File: config.mk
export PLATFORM = sky130hd
export DESIGN_NAME = bbreg_bank
export DESIGN_NICKNAME = d
export VERILOG_FILES = /design/src/rtl/bbreg_bank.v
export VERILOG_INCLUDE_DIRS = /design/src /design/src/rtl
export SDC_FILE = /design/constraint.sdc
export NUM_CORES = 1
export LEC_CHECK = 0
export CAP_MARGIN = 20
export CORE_MARGIN = 8
export CORE_UTILIZATION = 35
export CTS_CLUSTER_SIZE = 10
export DETAILED_ROUTE_END_ITERATION = 12
export DONT_BUFFER_PORTS = 1
export SYNTH_ARGS = -nofsm -noshare
export SYNTH_HDL_FRONTEND = slang
export SYNTH_SLANG_ARGS = --single-unit
export TNS_END_PERCENT = 30
File: constraint.sdc
create_clock -name i_ref_clk -period 4.9 [get_ports i_ref_clk]
set_clock_uncertainty 0.15 [all_clocks]
set_input_delay 1.225 -clock i_ref_clk [delete_from_list [all_inputs] [get_ports i_ref_clk]]
set_output_delay 1.225 -clock i_ref_clk [all_outputs]
set_load 0.02 [all_outputs]
File: src/rtl/bbreg_map.vh
// register map and field layout of the second buck regulator configuration bank
`ifndef BBREG_MAP_VH
`define BBREG_MAP_VH
`define BBREG_ADDR_NORMAL   8'h35
`define BBREG_ADDR_STANDBY  8'h36
`define BBREG_ADDR_SLEEP    8'h37
`define BBREG_ADDR_MODE     8'h38
`define BBREG_ADDR_CONFIG   8'h39
`define BBREG_CODE_MSB      5
`define BBREG_RANGE_BIT     6
`define BBREG_MODE_MSB      3
`define BBREG_SLEEP_BIT     5
`define BBREG_ILIM_BIT      0
`define BBREG_SPARE_BIT     1
`define BBREG_FREQ_MSB      3
`define BBREG_FREQ_LSB      2
`define BBREG_PHASE_MSB     5
`define BBREG_PHASE_LSB     4
`define BBREG_SLEW_MSB      7
`define BBREG_SLEW_LSB      6
`define BBREG_CODE_RST      6'h00
`define BBREG_MODE_RST      4'h0
`define BBREG_CONF_RST      8'h00
`define BBREG_RESERVED_MIN  7'h73
`define BBREG_ZERO8         8'h00
`define BBREG_CODE7_RST     7'h00
`define BBREG_SEL2_RST      2'h0
`define BBREG_BIT_CLR       1'h0
`define BBREG_BIT_SET       1'h1
`define BBREG_PAD1          1'h0
`define BBREG_PAD2          2'h0
`define BBREG_NUM_CODES     3
`define BBREG_IDX_NORMAL    0
`define BBREG_IDX_STANDBY   1
`define BBREG_IDX_SLEEP     2
`endif

File: src/rtl/bbreg_bank.v
// configuration register bank of the second buck regulator
`timescale 1ns/1ps
// What this block does
// - 7-bit voltage code, top bit range; codes 1110011 and above reserved.
// - normal voltage bits 5:0 read-write, reset zero, drive normal output.
// - normal range bit 6 read-only, set only by programmed configuration.
// - standby voltage bits 5:0 read-write, used in Standby mode.
// - standby and sleep bit 6 read-only, copy the configured range bit.
// - sleep voltage bits 5:0 read-write, used in Sleep mode.
// - mode register bits 3:0 read-write select switching mode.
// - mode bit 5 picks Sleep state: 0 off, 1 pulse-frequency mode.
// - config bit 0 current limit: 0 high, 1 low; resets zero.
// - config bits 3:2 read-write switching frequency, reset zero.
// - config bits 5:4 read-write switching clock phase.
// - config bits 7:6 read-write voltage slew speed.
// - five registers sit at addresses 0x35 through 0x39.
module bbreg_bank (
  input  wire       i_ref_clk,
  input  wire       i_reset,
  input  wire [7:0] i_reg_addr,
  input  wire [7:0] i_reg_wdata,
  input  wire       i_reg_wr,
  input  wire       i_reg_rd,
  input  wire       i_range_cfg,
  input  wire       i_range_load,
  input  wire       i_standby,
  input  wire       i_sleep,
  output reg  [7:0] o_reg_rdata,
  output reg        o_reg_hit,
  output reg  [6:0] o_active_code,
  output reg        o_code_reserved,
  output reg        o_regulator_on,
  output reg        o_sleep_pfm,
  output reg  [3:0] o_switching_mode,
  output reg        o_current_limit_sel,
  output reg  [1:0] o_frequency_sel,
  output reg  [1:0] o_phase_sel,
  output reg  [1:0] o_slew_speed_sel
);

`include "bbreg_map.vh"

  ////////////////////////////////////////////////////////////////////////////
  // address decode
  // the three set-point registers share one layout and sit side by side
  localparam [23:0] CODE_SLOT_ADDRS = {`BBREG_ADDR_SLEEP,
                                       `BBREG_ADDR_STANDBY,
                                       `BBREG_ADDR_NORMAL};

  wire [2:0] sel_code;
  wire [2:0] wr_code;
  wire       sel_mode;
  wire       sel_config;
  wire       sel_any;
  wire       wr_mode;
  wire       wr_config;

  assign sel_mode   = (i_reg_addr == `BBREG_ADDR_MODE);
  assign sel_config = (i_reg_addr == `BBREG_ADDR_CONFIG);
  assign sel_any    = (|sel_code) | sel_mode | sel_config;
  assign wr_mode    = i_reg_wr & sel_mode;
  assign wr_config  = i_reg_wr & sel_config;

  ////////////////////////////////////////////////////////////////////////////
  // voltage set points, one entry per operating mode
  // write data bits 7:6 fall away, so the host never reaches the range bit
  genvar g;
  generate
    for (g = 0; g < `BBREG_NUM_CODES; g = g + 1) begin : g_code
      reg [5:0] code_q;

      assign sel_code[g] = (i_reg_addr == CODE_SLOT_ADDRS[g*8 +: 8]);
      assign wr_code[g]  = i_reg_wr & sel_code[g];

      always @(posedge i_ref_clk) begin
        if (i_reset) begin
          code_q <= `BBREG_CODE_RST;
        end else if (wr_code[g]) begin
          code_q <= i_reg_wdata[`BBREG_CODE_MSB:0];
        end
      end
    end
  endgenerate

  wire [5:0] buck_b_normal_code;
  wire [5:0] standby_code;
  wire [5:0] sleep_code;

  assign buck_b_normal_code = g_code[`BBREG_IDX_NORMAL].code_q;
  assign standby_code       = g_code[`BBREG_IDX_STANDBY].code_q;
  assign sleep_code         = g_code[`BBREG_IDX_SLEEP].code_q;

  ////////////////////////////////////////////////////////////////////////////
  // range bit
  // loaded only by programmed configuration and kept across a host reset,
  // so it stays unknown until the first load
  reg        range_sel;

  always @(posedge i_ref_clk) begin
    if (i_range_load) begin
      range_sel <= i_range_cfg;
    end
  end

  ////////////////////////////////////////////////////////////////////////////
  // switching mode register
  reg  [3:0] buck_b_switching_mode;
  reg        buck_b_sleep_state;

  always @(posedge i_ref_clk) begin
    if (i_reset) begin
      buck_b_switching_mode <= `BBREG_MODE_RST;
    end else if (wr_mode) begin
      buck_b_switching_mode <= i_reg_wdata[`BBREG_MODE_MSB:0];
    end
  end

  always @(posedge i_ref_clk) begin
    if (i_reset) begin
      buck_b_sleep_state <= `BBREG_BIT_CLR;
    end else if (wr_mode) begin
      buck_b_sleep_state <= i_reg_wdata[`BBREG_SLEEP_BIT];
    end
  end

  ////////////////////////////////////////////////////////////////////////////
  // configuration register, one flip-flop group per field
  reg        buck_b_current_limit_sel;
  reg        config_spare;
  reg  [1:0] buck_b_frequency_sel;
  reg  [1:0] buck_b_phase_sel;
  reg  [1:0] buck_b_slew_speed_sel;
  wire [7:0] buck_b_config;

  always @(posedge i_ref_clk) begin
    if (i_reset) begin
      buck_b_current_limit_sel <= `BBREG_BIT_CLR;
    end else if (wr_config) begin
      buck_b_current_limit_sel <= i_reg_wdata[`BBREG_ILIM_BIT];
    end
  end

  // bit 1 drives nothing but stays read-write, as the host may expect
  always @(posedge i_ref_clk) begin
    if (i_reset) begin
      config_spare <= `BBREG_BIT_CLR;
    end else if (wr_config) begin
      config_spare <= i_reg_wdata[`BBREG_SPARE_BIT];
    end
  end

  always @(posedge i_ref_clk) begin
    if (i_reset) begin
      buck_b_frequency_sel <= `BBREG_SEL2_RST;
    end else if (wr_config) begin
      buck_b_frequency_sel <= i_reg_wdata[`BBREG_FREQ_MSB:`BBREG_FREQ_LSB];
    end
  end

  always @(posedge i_ref_clk) begin
    if (i_reset) begin
      buck_b_phase_sel <= `BBREG_SEL2_RST;
    end else if (wr_config) begin
      buck_b_phase_sel <= i_reg_wdata[`BBREG_PHASE_MSB:`BBREG_PHASE_LSB];
    end
  end

  always @(posedge i_ref_clk) begin
    if (i_reset) begin
      buck_b_slew_speed_sel <= `BBREG_SEL2_RST;
    end else if (wr_config) begin
      buck_b_slew_speed_sel <= i_reg_wdata[`BBREG_SLEW_MSB:`BBREG_SLEW_LSB];
    end
  end

  assign buck_b_config = {buck_b_slew_speed_sel, buck_b_phase_sel, buck_b_frequency_sel,
                          config_spare, buck_b_current_limit_sel};

  ////////////////////////////////////////////////////////////////////////////
  // read side
  wire [7:0] normal_view;
  wire [7:0] standby_view;
  wire [7:0] sleep_view;
  wire [7:0] mode_view;
  wire [7:0] config_view;
  reg  [7:0] next_rdata;
  reg        next_hit;

  // unused bits are tied low rather than stored, so writes to them vanish
  assign normal_view  = {`BBREG_PAD1, range_sel, buck_b_normal_code};
  assign standby_view = {`BBREG_PAD1, range_sel, standby_code};
  assign sleep_view   = {`BBREG_PAD1, range_sel, sleep_code};
  assign mode_view    = {`BBREG_PAD2, buck_b_sleep_state, `BBREG_PAD1,
                         buck_b_switching_mode};
  assign config_view  = buck_b_config;

  always @* begin
    next_rdata = `BBREG_ZERO8;
    next_hit   = sel_any;
    case (i_reg_addr)
      `BBREG_ADDR_NORMAL: begin
        next_rdata = normal_view;
      end
      `BBREG_ADDR_STANDBY: begin
        next_rdata = standby_view;
      end
      `BBREG_ADDR_SLEEP: begin
        next_rdata = sleep_view;
      end
      `BBREG_ADDR_MODE: begin
        next_rdata = mode_view;
      end
      `BBREG_ADDR_CONFIG: begin
        next_rdata = config_view;
      end
      default: begin
        next_rdata = `BBREG_ZERO8;
      end
    endcase
  end

  ////////////////////////////////////////////////////////////////////////////
  // operating point
  reg  [6:0] next_code;
  reg        next_on;
  reg        next_pfm;
  reg        next_reserved;

  // sleep outranks standby when both are raised
  always @* begin
    next_code = {range_sel, buck_b_normal_code};
    next_on   = `BBREG_BIT_SET;
    next_pfm  = `BBREG_BIT_CLR;
    if (i_sleep) begin
      next_code = {range_sel, sleep_code};
      next_on   = buck_b_sleep_state;
      next_pfm  = buck_b_sleep_state;
    end else if (i_standby) begin
      next_code = {range_sel, standby_code};
    end
  end

  // flagged, not clamped: the analog side decides how to treat it
  always @* begin
    next_reserved = (next_code >= `BBREG_RESERVED_MIN);
  end

  ////////////////////////////////////////////////////////////////////////////
  // registered outputs
  // read data falls back to zero when no read was made
  always @(posedge i_ref_clk) begin
    if (i_reset) begin
      o_reg_rdata <= `BBREG_ZERO8;
      o_reg_hit   <= `BBREG_BIT_CLR;
    end else begin
      o_reg_rdata <= i_reg_rd ? next_rdata : `BBREG_ZERO8;
      o_reg_hit   <= (i_reg_rd | i_reg_wr) & next_hit;
    end
  end

  always @(posedge i_ref_clk) begin
    if (i_reset) begin
      o_active_code   <= `BBREG_CODE7_RST;
      o_code_reserved <= `BBREG_BIT_CLR;
    end else begin
      o_active_code   <= next_code;
      o_code_reserved <= next_reserved;
    end
  end

  always @(posedge i_ref_clk) begin
    if (i_reset) begin
      o_regulator_on <= `BBREG_BIT_CLR;
      o_sleep_pfm    <= `BBREG_BIT_CLR;
    end else begin
      o_regulator_on <= next_on;
      o_sleep_pfm    <= next_pfm;
    end
  end

  always @(posedge i_ref_clk) begin
    if (i_reset) begin
      o_switching_mode    <= `BBREG_MODE_RST;
      o_current_limit_sel <= `BBREG_BIT_CLR;
    end else begin
      o_switching_mode    <= buck_b_switching_mode;
      o_current_limit_sel <= buck_b_current_limit_sel;
    end
  end

  always @(posedge i_ref_clk) begin
    if (i_reset) begin
      o_frequency_sel  <= `BBREG_SEL2_RST;
      o_phase_sel      <= `BBREG_SEL2_RST;
      o_slew_speed_sel <= `BBREG_SEL2_RST;
    end else begin
      o_frequency_sel  <= buck_b_frequency_sel;
      o_phase_sel      <= buck_b_phase_sel;
      o_slew_speed_sel <= buck_b_slew_speed_sel;
    end
  end

endmodule // bbreg_bank

Word level (Yosys, flattened, before mapping)
Index checks and enable logic that the tools add are counted.
{ "word_totals": {"inputBits": 24, "ff_bits": 62, "wordCells": 46} }
{ "op_classes": {"n_mux": 4, "n_eq_ne": 5, "n_lt_le_gt_ge": 1, "n_reduce_logical": 3, "bitwise": 11} }
{ "ops": {"columns": ["cell", "count"], "rows": [
  ["8-bit by 6-bit == test with 1-bit output, second input constant", 5],
  ["8-bit case mux with 5 select lines", 1],
  ["6-bit 2-to-1 mux", 2],
  ["7-bit greater-or-equal comparator, second input constant", 1],
  ["1-bit AND", 6],
  ["2-bit OR reduction", 2],
  ["1-bit OR", 3],
  ["3-bit OR reduction", 1],
  ["1-bit NOT", 2],
  ["1-bit 2-to-1 mux", 1]
]} }

Longest topological paths before layout
{ "logic_depth": {"ltp_word": 5, "mapped_depth": 6, "depth_no_buf": 4} }

Worst setup path before layout
OpenSTA, ideal clock, no wires.
{ "synth_path": {"kind": "input to register", "from": "in i_reg_addr[6]", "to": "reg g_code[2].code_q[0]", "path_slack_ns": 2.296, "t_arrival_ns": 2.326, "path_buffers": 1, "cell_stages": 5, "path_cell_list": "nand4bb_4 > or4_4 > buf_6 > mux2i_1 > nor2_1"} }
{ "synth_via": {"elab_chain_cells": 2} }
{ "synth_rtl": {"columns": ["element", "line_no", "text"], "rows": [
  ["start, declared", "bbreg_bank.v:20", "input wire [7:0] i_reg_addr,"],
  ["8-bit by 6-bit == test with 1-bit output", "bbreg_bank.v:72", "assign sel_code[g] = (i_reg_addr == CODE_SLOT_ADDRS[g*8 +: 8]);"],
  ["1-bit AND", "bbreg_bank.v:73", "assign wr_code[g] = i_reg_wr & sel_code[g];"],
  ["end signal, assigned", "bbreg_bank.v:77", "code_q <= `BBREG_CODE_RST;"],
  ["end signal, assigned", "bbreg_bank.v:79", "code_q <= i_reg_wdata[`BBREG_CODE_MSB:0];"],
  ["end, declared", "bbreg_bank.v:70", "reg [5:0] code_q;"]
]} }
Every way passes these cells.
A chain may end at the register's enable or synchronous reset.

Worst setup path in the final report
{ "layout_path": {"from": "in i_reg_addr[2]", "to": "reg g_code[0].code_q[4], in the netlist buck_b_normal_code[4]"} }
{ "layout_via": {"elab_chain_cells": 2} }
{ "layout_rtl": {"columns": ["element", "line_no"], "rows": [
  ["8-bit by 6-bit == test with 1-bit output", "bbreg_bank.v:72"],
  ["1-bit AND", "bbreg_bank.v:73"],
  ["end signal, assigned", "bbreg_bank.v:77"],
  ["end signal, assigned", "bbreg_bank.v:79"],
  ["end, declared", "bbreg_bank.v:70"]
]} }
Every way passes these cells.

==> impl_metrics.toml <==
[placement]
io_buffers = 0
dp_cells = 323
dp_hpwl_microns = 4188
place_congestion = 0.7836
dpl_cell_area_sq_um = 2524

[worst_setup_path]
path_max_fanout = 9
cp-start-kind = "input pin"
arrival_ns = 2.55
cp_data_required_time_ns = 4.99
end_kind = "flop"
setup.worst_path.class = "in -> reg"

[power]
vdd_drop_max_mv = 0.1605
switching_power_mw = 0.2191
power.internal_mw = 0.8041
seq_power_share_pct = 49.9
power.share.switching_pct = 21.41
power_frac_clock_pct = 48.5
leakage_power_nw = 1.161
p_total_mw = 1.023
p_comb_share_pct = 1.6
pwr_density_cell_nw_per_um2 = 372.9

[cts]
h-tree-depth = 3
ctsHoldBuffers = 0
resized_cells_post_cts = 0
clock_insertion_delay_at_the_later_pin_of_the_skew_report_ns = 0.34
cts_tree = "done"
post-cts-setup-buffer-count = 0
tritoncts_buffer_count = 9
clk_pin_slew_worst_paths_ns = 0.07
cts_max_path_buffers = 2
cts_sinks = 62
clock_tree.root_cell = "sky130_fd_sc_hd__clkbuf_8"

[logic_synthesis]
yosysTopAreaCell = "sky130_fd_sc_hd__dfxtp_1"
post_synth_num_cell_types = 35
synth.area.top_cells = "sky130_fd_sc_hd__dfxtp_1 49%, sky130_fd_sc_hd__mux2i_1 15%, sky130_fd_sc_hd__nor2_1 6.4%"
ys_ff_latch = 62
synthMostInstantiatedCell = "sky130_fd_sc_hd__dfxtp_1"
post_synth.cell_area_avg_sq_um = 10.25
mappedNetlistArea_sq_um = 2470
synth_edf_count = 1
synth_seq_area_share_pct = 50.66
ys.flop_type = "sky130_fd_sc_hd__dfxtp_1"
synth_top_cells_by_count = "61 x sky130_fd_sc_hd__dfxtp_1, 42 x sky130_fd_sc_hd__nor2_1, 38 x sky130_fd_sc_hd__mux2i_1"
synth_cells = 241
synth_largest_type_area_fraction_pct = 49.44
synth_async_sr_flop_share_pct = 0
synthesis.nets = 265
synthesis.yosys.warnings = 0

[global_routing]
initial_antenna_violation_count = 0
gr-usage-all-layers_pct = 11.93
grt_first_pass_wirelength_microns = 9032
global_route_total_overflow = 0
number_of_global_route_vias_before_repair = 1619
grt_max_degree = 54

[drt]
route.layer.met1.wl_microns = 2581
routed_via_density = 5.024
drt_pass1_iterations = 4
initialDrtViolationCount = 137
drt_wl_total_microns = 5772
routed.top_layer = "met4"
wl_met3_microns = 573
dr_vias = 1703
drc = 0
final_antenna_net_count = 0
detail_route.wl_per_cell_microns = 17.03
detailroute.wirelength.met2_microns = 2532

[cells_and_area]
finish.net_count = 262
n_antenna_cell = 0
fill_cells = 674
drive_above_1_share_pct = 12.76
instances_no_fill = 339
synthToLayoutAreaGrowth_pct = 11.09
post-route-cell-area_sq_um = 2744

[timing]
worstMarginPinSlew_ns = 0.6247
final_max_slew_viol_count = 0
layout_min_cycle_time_ns = 2.456
grt_setup_unrepaired = "false"
hold-worst-slack_ns = 0.3290
hold_violations = 0
setup_viol = 0
total_negative_setup_slacks_ns = 0
period_share_pct = 50.12
maxSlewHeadroom_pct = 58.26
max_freq_mhz = 407.2

[run]
max_cap_violations = 0

[die]
chipWidth_microns = 100.0
rows = 30
die_h_microns = 100.0
initial_utilization_pct = 36.15
die_area_sq_um = 10000
core_area_sq_um = 6832
ios = 54

[min_path]
path_class_of_the_lowest_slack_min_delay_path = "reg -> reg"

[outcome]
run_status = "completed"
## stage by stage
stage / util [%] / setup WS (ns)
2_1_floorplan: - / 2.296
3_3_place_gp: 36.94 / 2.180
3_5_place_dp: 36.94 / 2.096
4_1_cts: 40.16 / 2.465
5_1_grt: 40.16 / 2.321
6_report: 40.16 / 2.444
## layer usage
| layer | GRT usage [%] | up-vias |
|---|---|---|
| li1 | - | 828 |
| met2 | 17.70 | 65 |
| met3 | 6.782 | 8 |
| met1 | 14.00 | 802 |
| met5 | 0 | - |
| met4 | 4.186 | 0 |
## critical path, stage by stage
cell and delay (ns):
sky130_fd_sc_hd__nor2b_1 0.50, sky130_fd_sc_hd__nand4_1 0.47, sky130_fd_sc_hd__mux2i_1 0.28, sky130_fd_sc_hd__nor2_1 0.06
## flip-flops by register name, indices dropped and copies added, names as in the netlist, 2 cells and up
name / cells
o_switching_mode: 4
o_phase_sel: 2
o_reg_rdata: 8
buck_b_switching_mode: 4
o_slew_speed_sel: 2
buck_b_phase_sel: 2
buck_b_frequency_sel: 2
g_code.code_q: 12
o_frequency_sel: 2
buck_b_slew_speed_sel: 2
o_active_code: 7
buck_b_normal_code: 6
## final cells by class
cell class | instances | area (sq um) | share of cell area [%]
clock buffer | 9 | 123.9 | 4.514
tap | 96 | 120.1 | 4.378
inverter | 2 | 7.507 | 0.2736
clock inverter | 7 | 96.34 | 3.511
sequential | 62 | 1251 | 45.60
multi-input combinational | 163 | 1145 | 41.72
## cells in the final DEF, fill, tap and decap left out, drive strengths merged, types with 3 or more instances in the layout
cell type	count
mux2i	38
nand2	13
a21oi	6
dfxtp	61
nor4	3
nor2	42
nand4	3
nand2b	3
a22oi	4
inv	4
mux2	10
clkbuf	9
a32o	3
nor2b	18
## path summary, 6_finish.rpt
kind | endpoint | slack, ns | startpoint | cells after the start
max | buck_b_normal_code[4] | 2.44 | i_reg_addr[2] | 4
min | o_reg_rdata[7] | 0.33 | buck_b_slew_speed_sel[1] | 2
min reg2reg | o_reg_rdata[7] | 0.33 | buck_b_slew_speed_sel[1] | 2
max reg2reg | o_code_reserved | 3.49 | buck_b_normal_code[2] | 4
## power by group through the flow
stage	combinational [mW]	clock, mW	sequential [mW]
3_5_place_dp	0.0165	0	0.522
2_1_floorplan	0.0261	0	0.521
6_report	0.0167	0.496	0.510
4_1_cts	0.0166	0.510	0.510
3_3_place_gp	0.0162	0	0.522
5_1_grt	0.0181	0.535	0.510
## kinds of logic after synthesis
| kind of cell | after synthesis | share of synthesized area, % |
|---|---|---|
| AO/OA/AOI/OAI | 21 | 5.978 |
| flip-flops | 62 | 50.66 |
| AND/OR/NAND/NOR | 94 | 20.42 |
| buffers and inverters | 16 | 2.989 |
| multiplexers | 48 | 19.96 |
(Power assumes the default switching activity.)
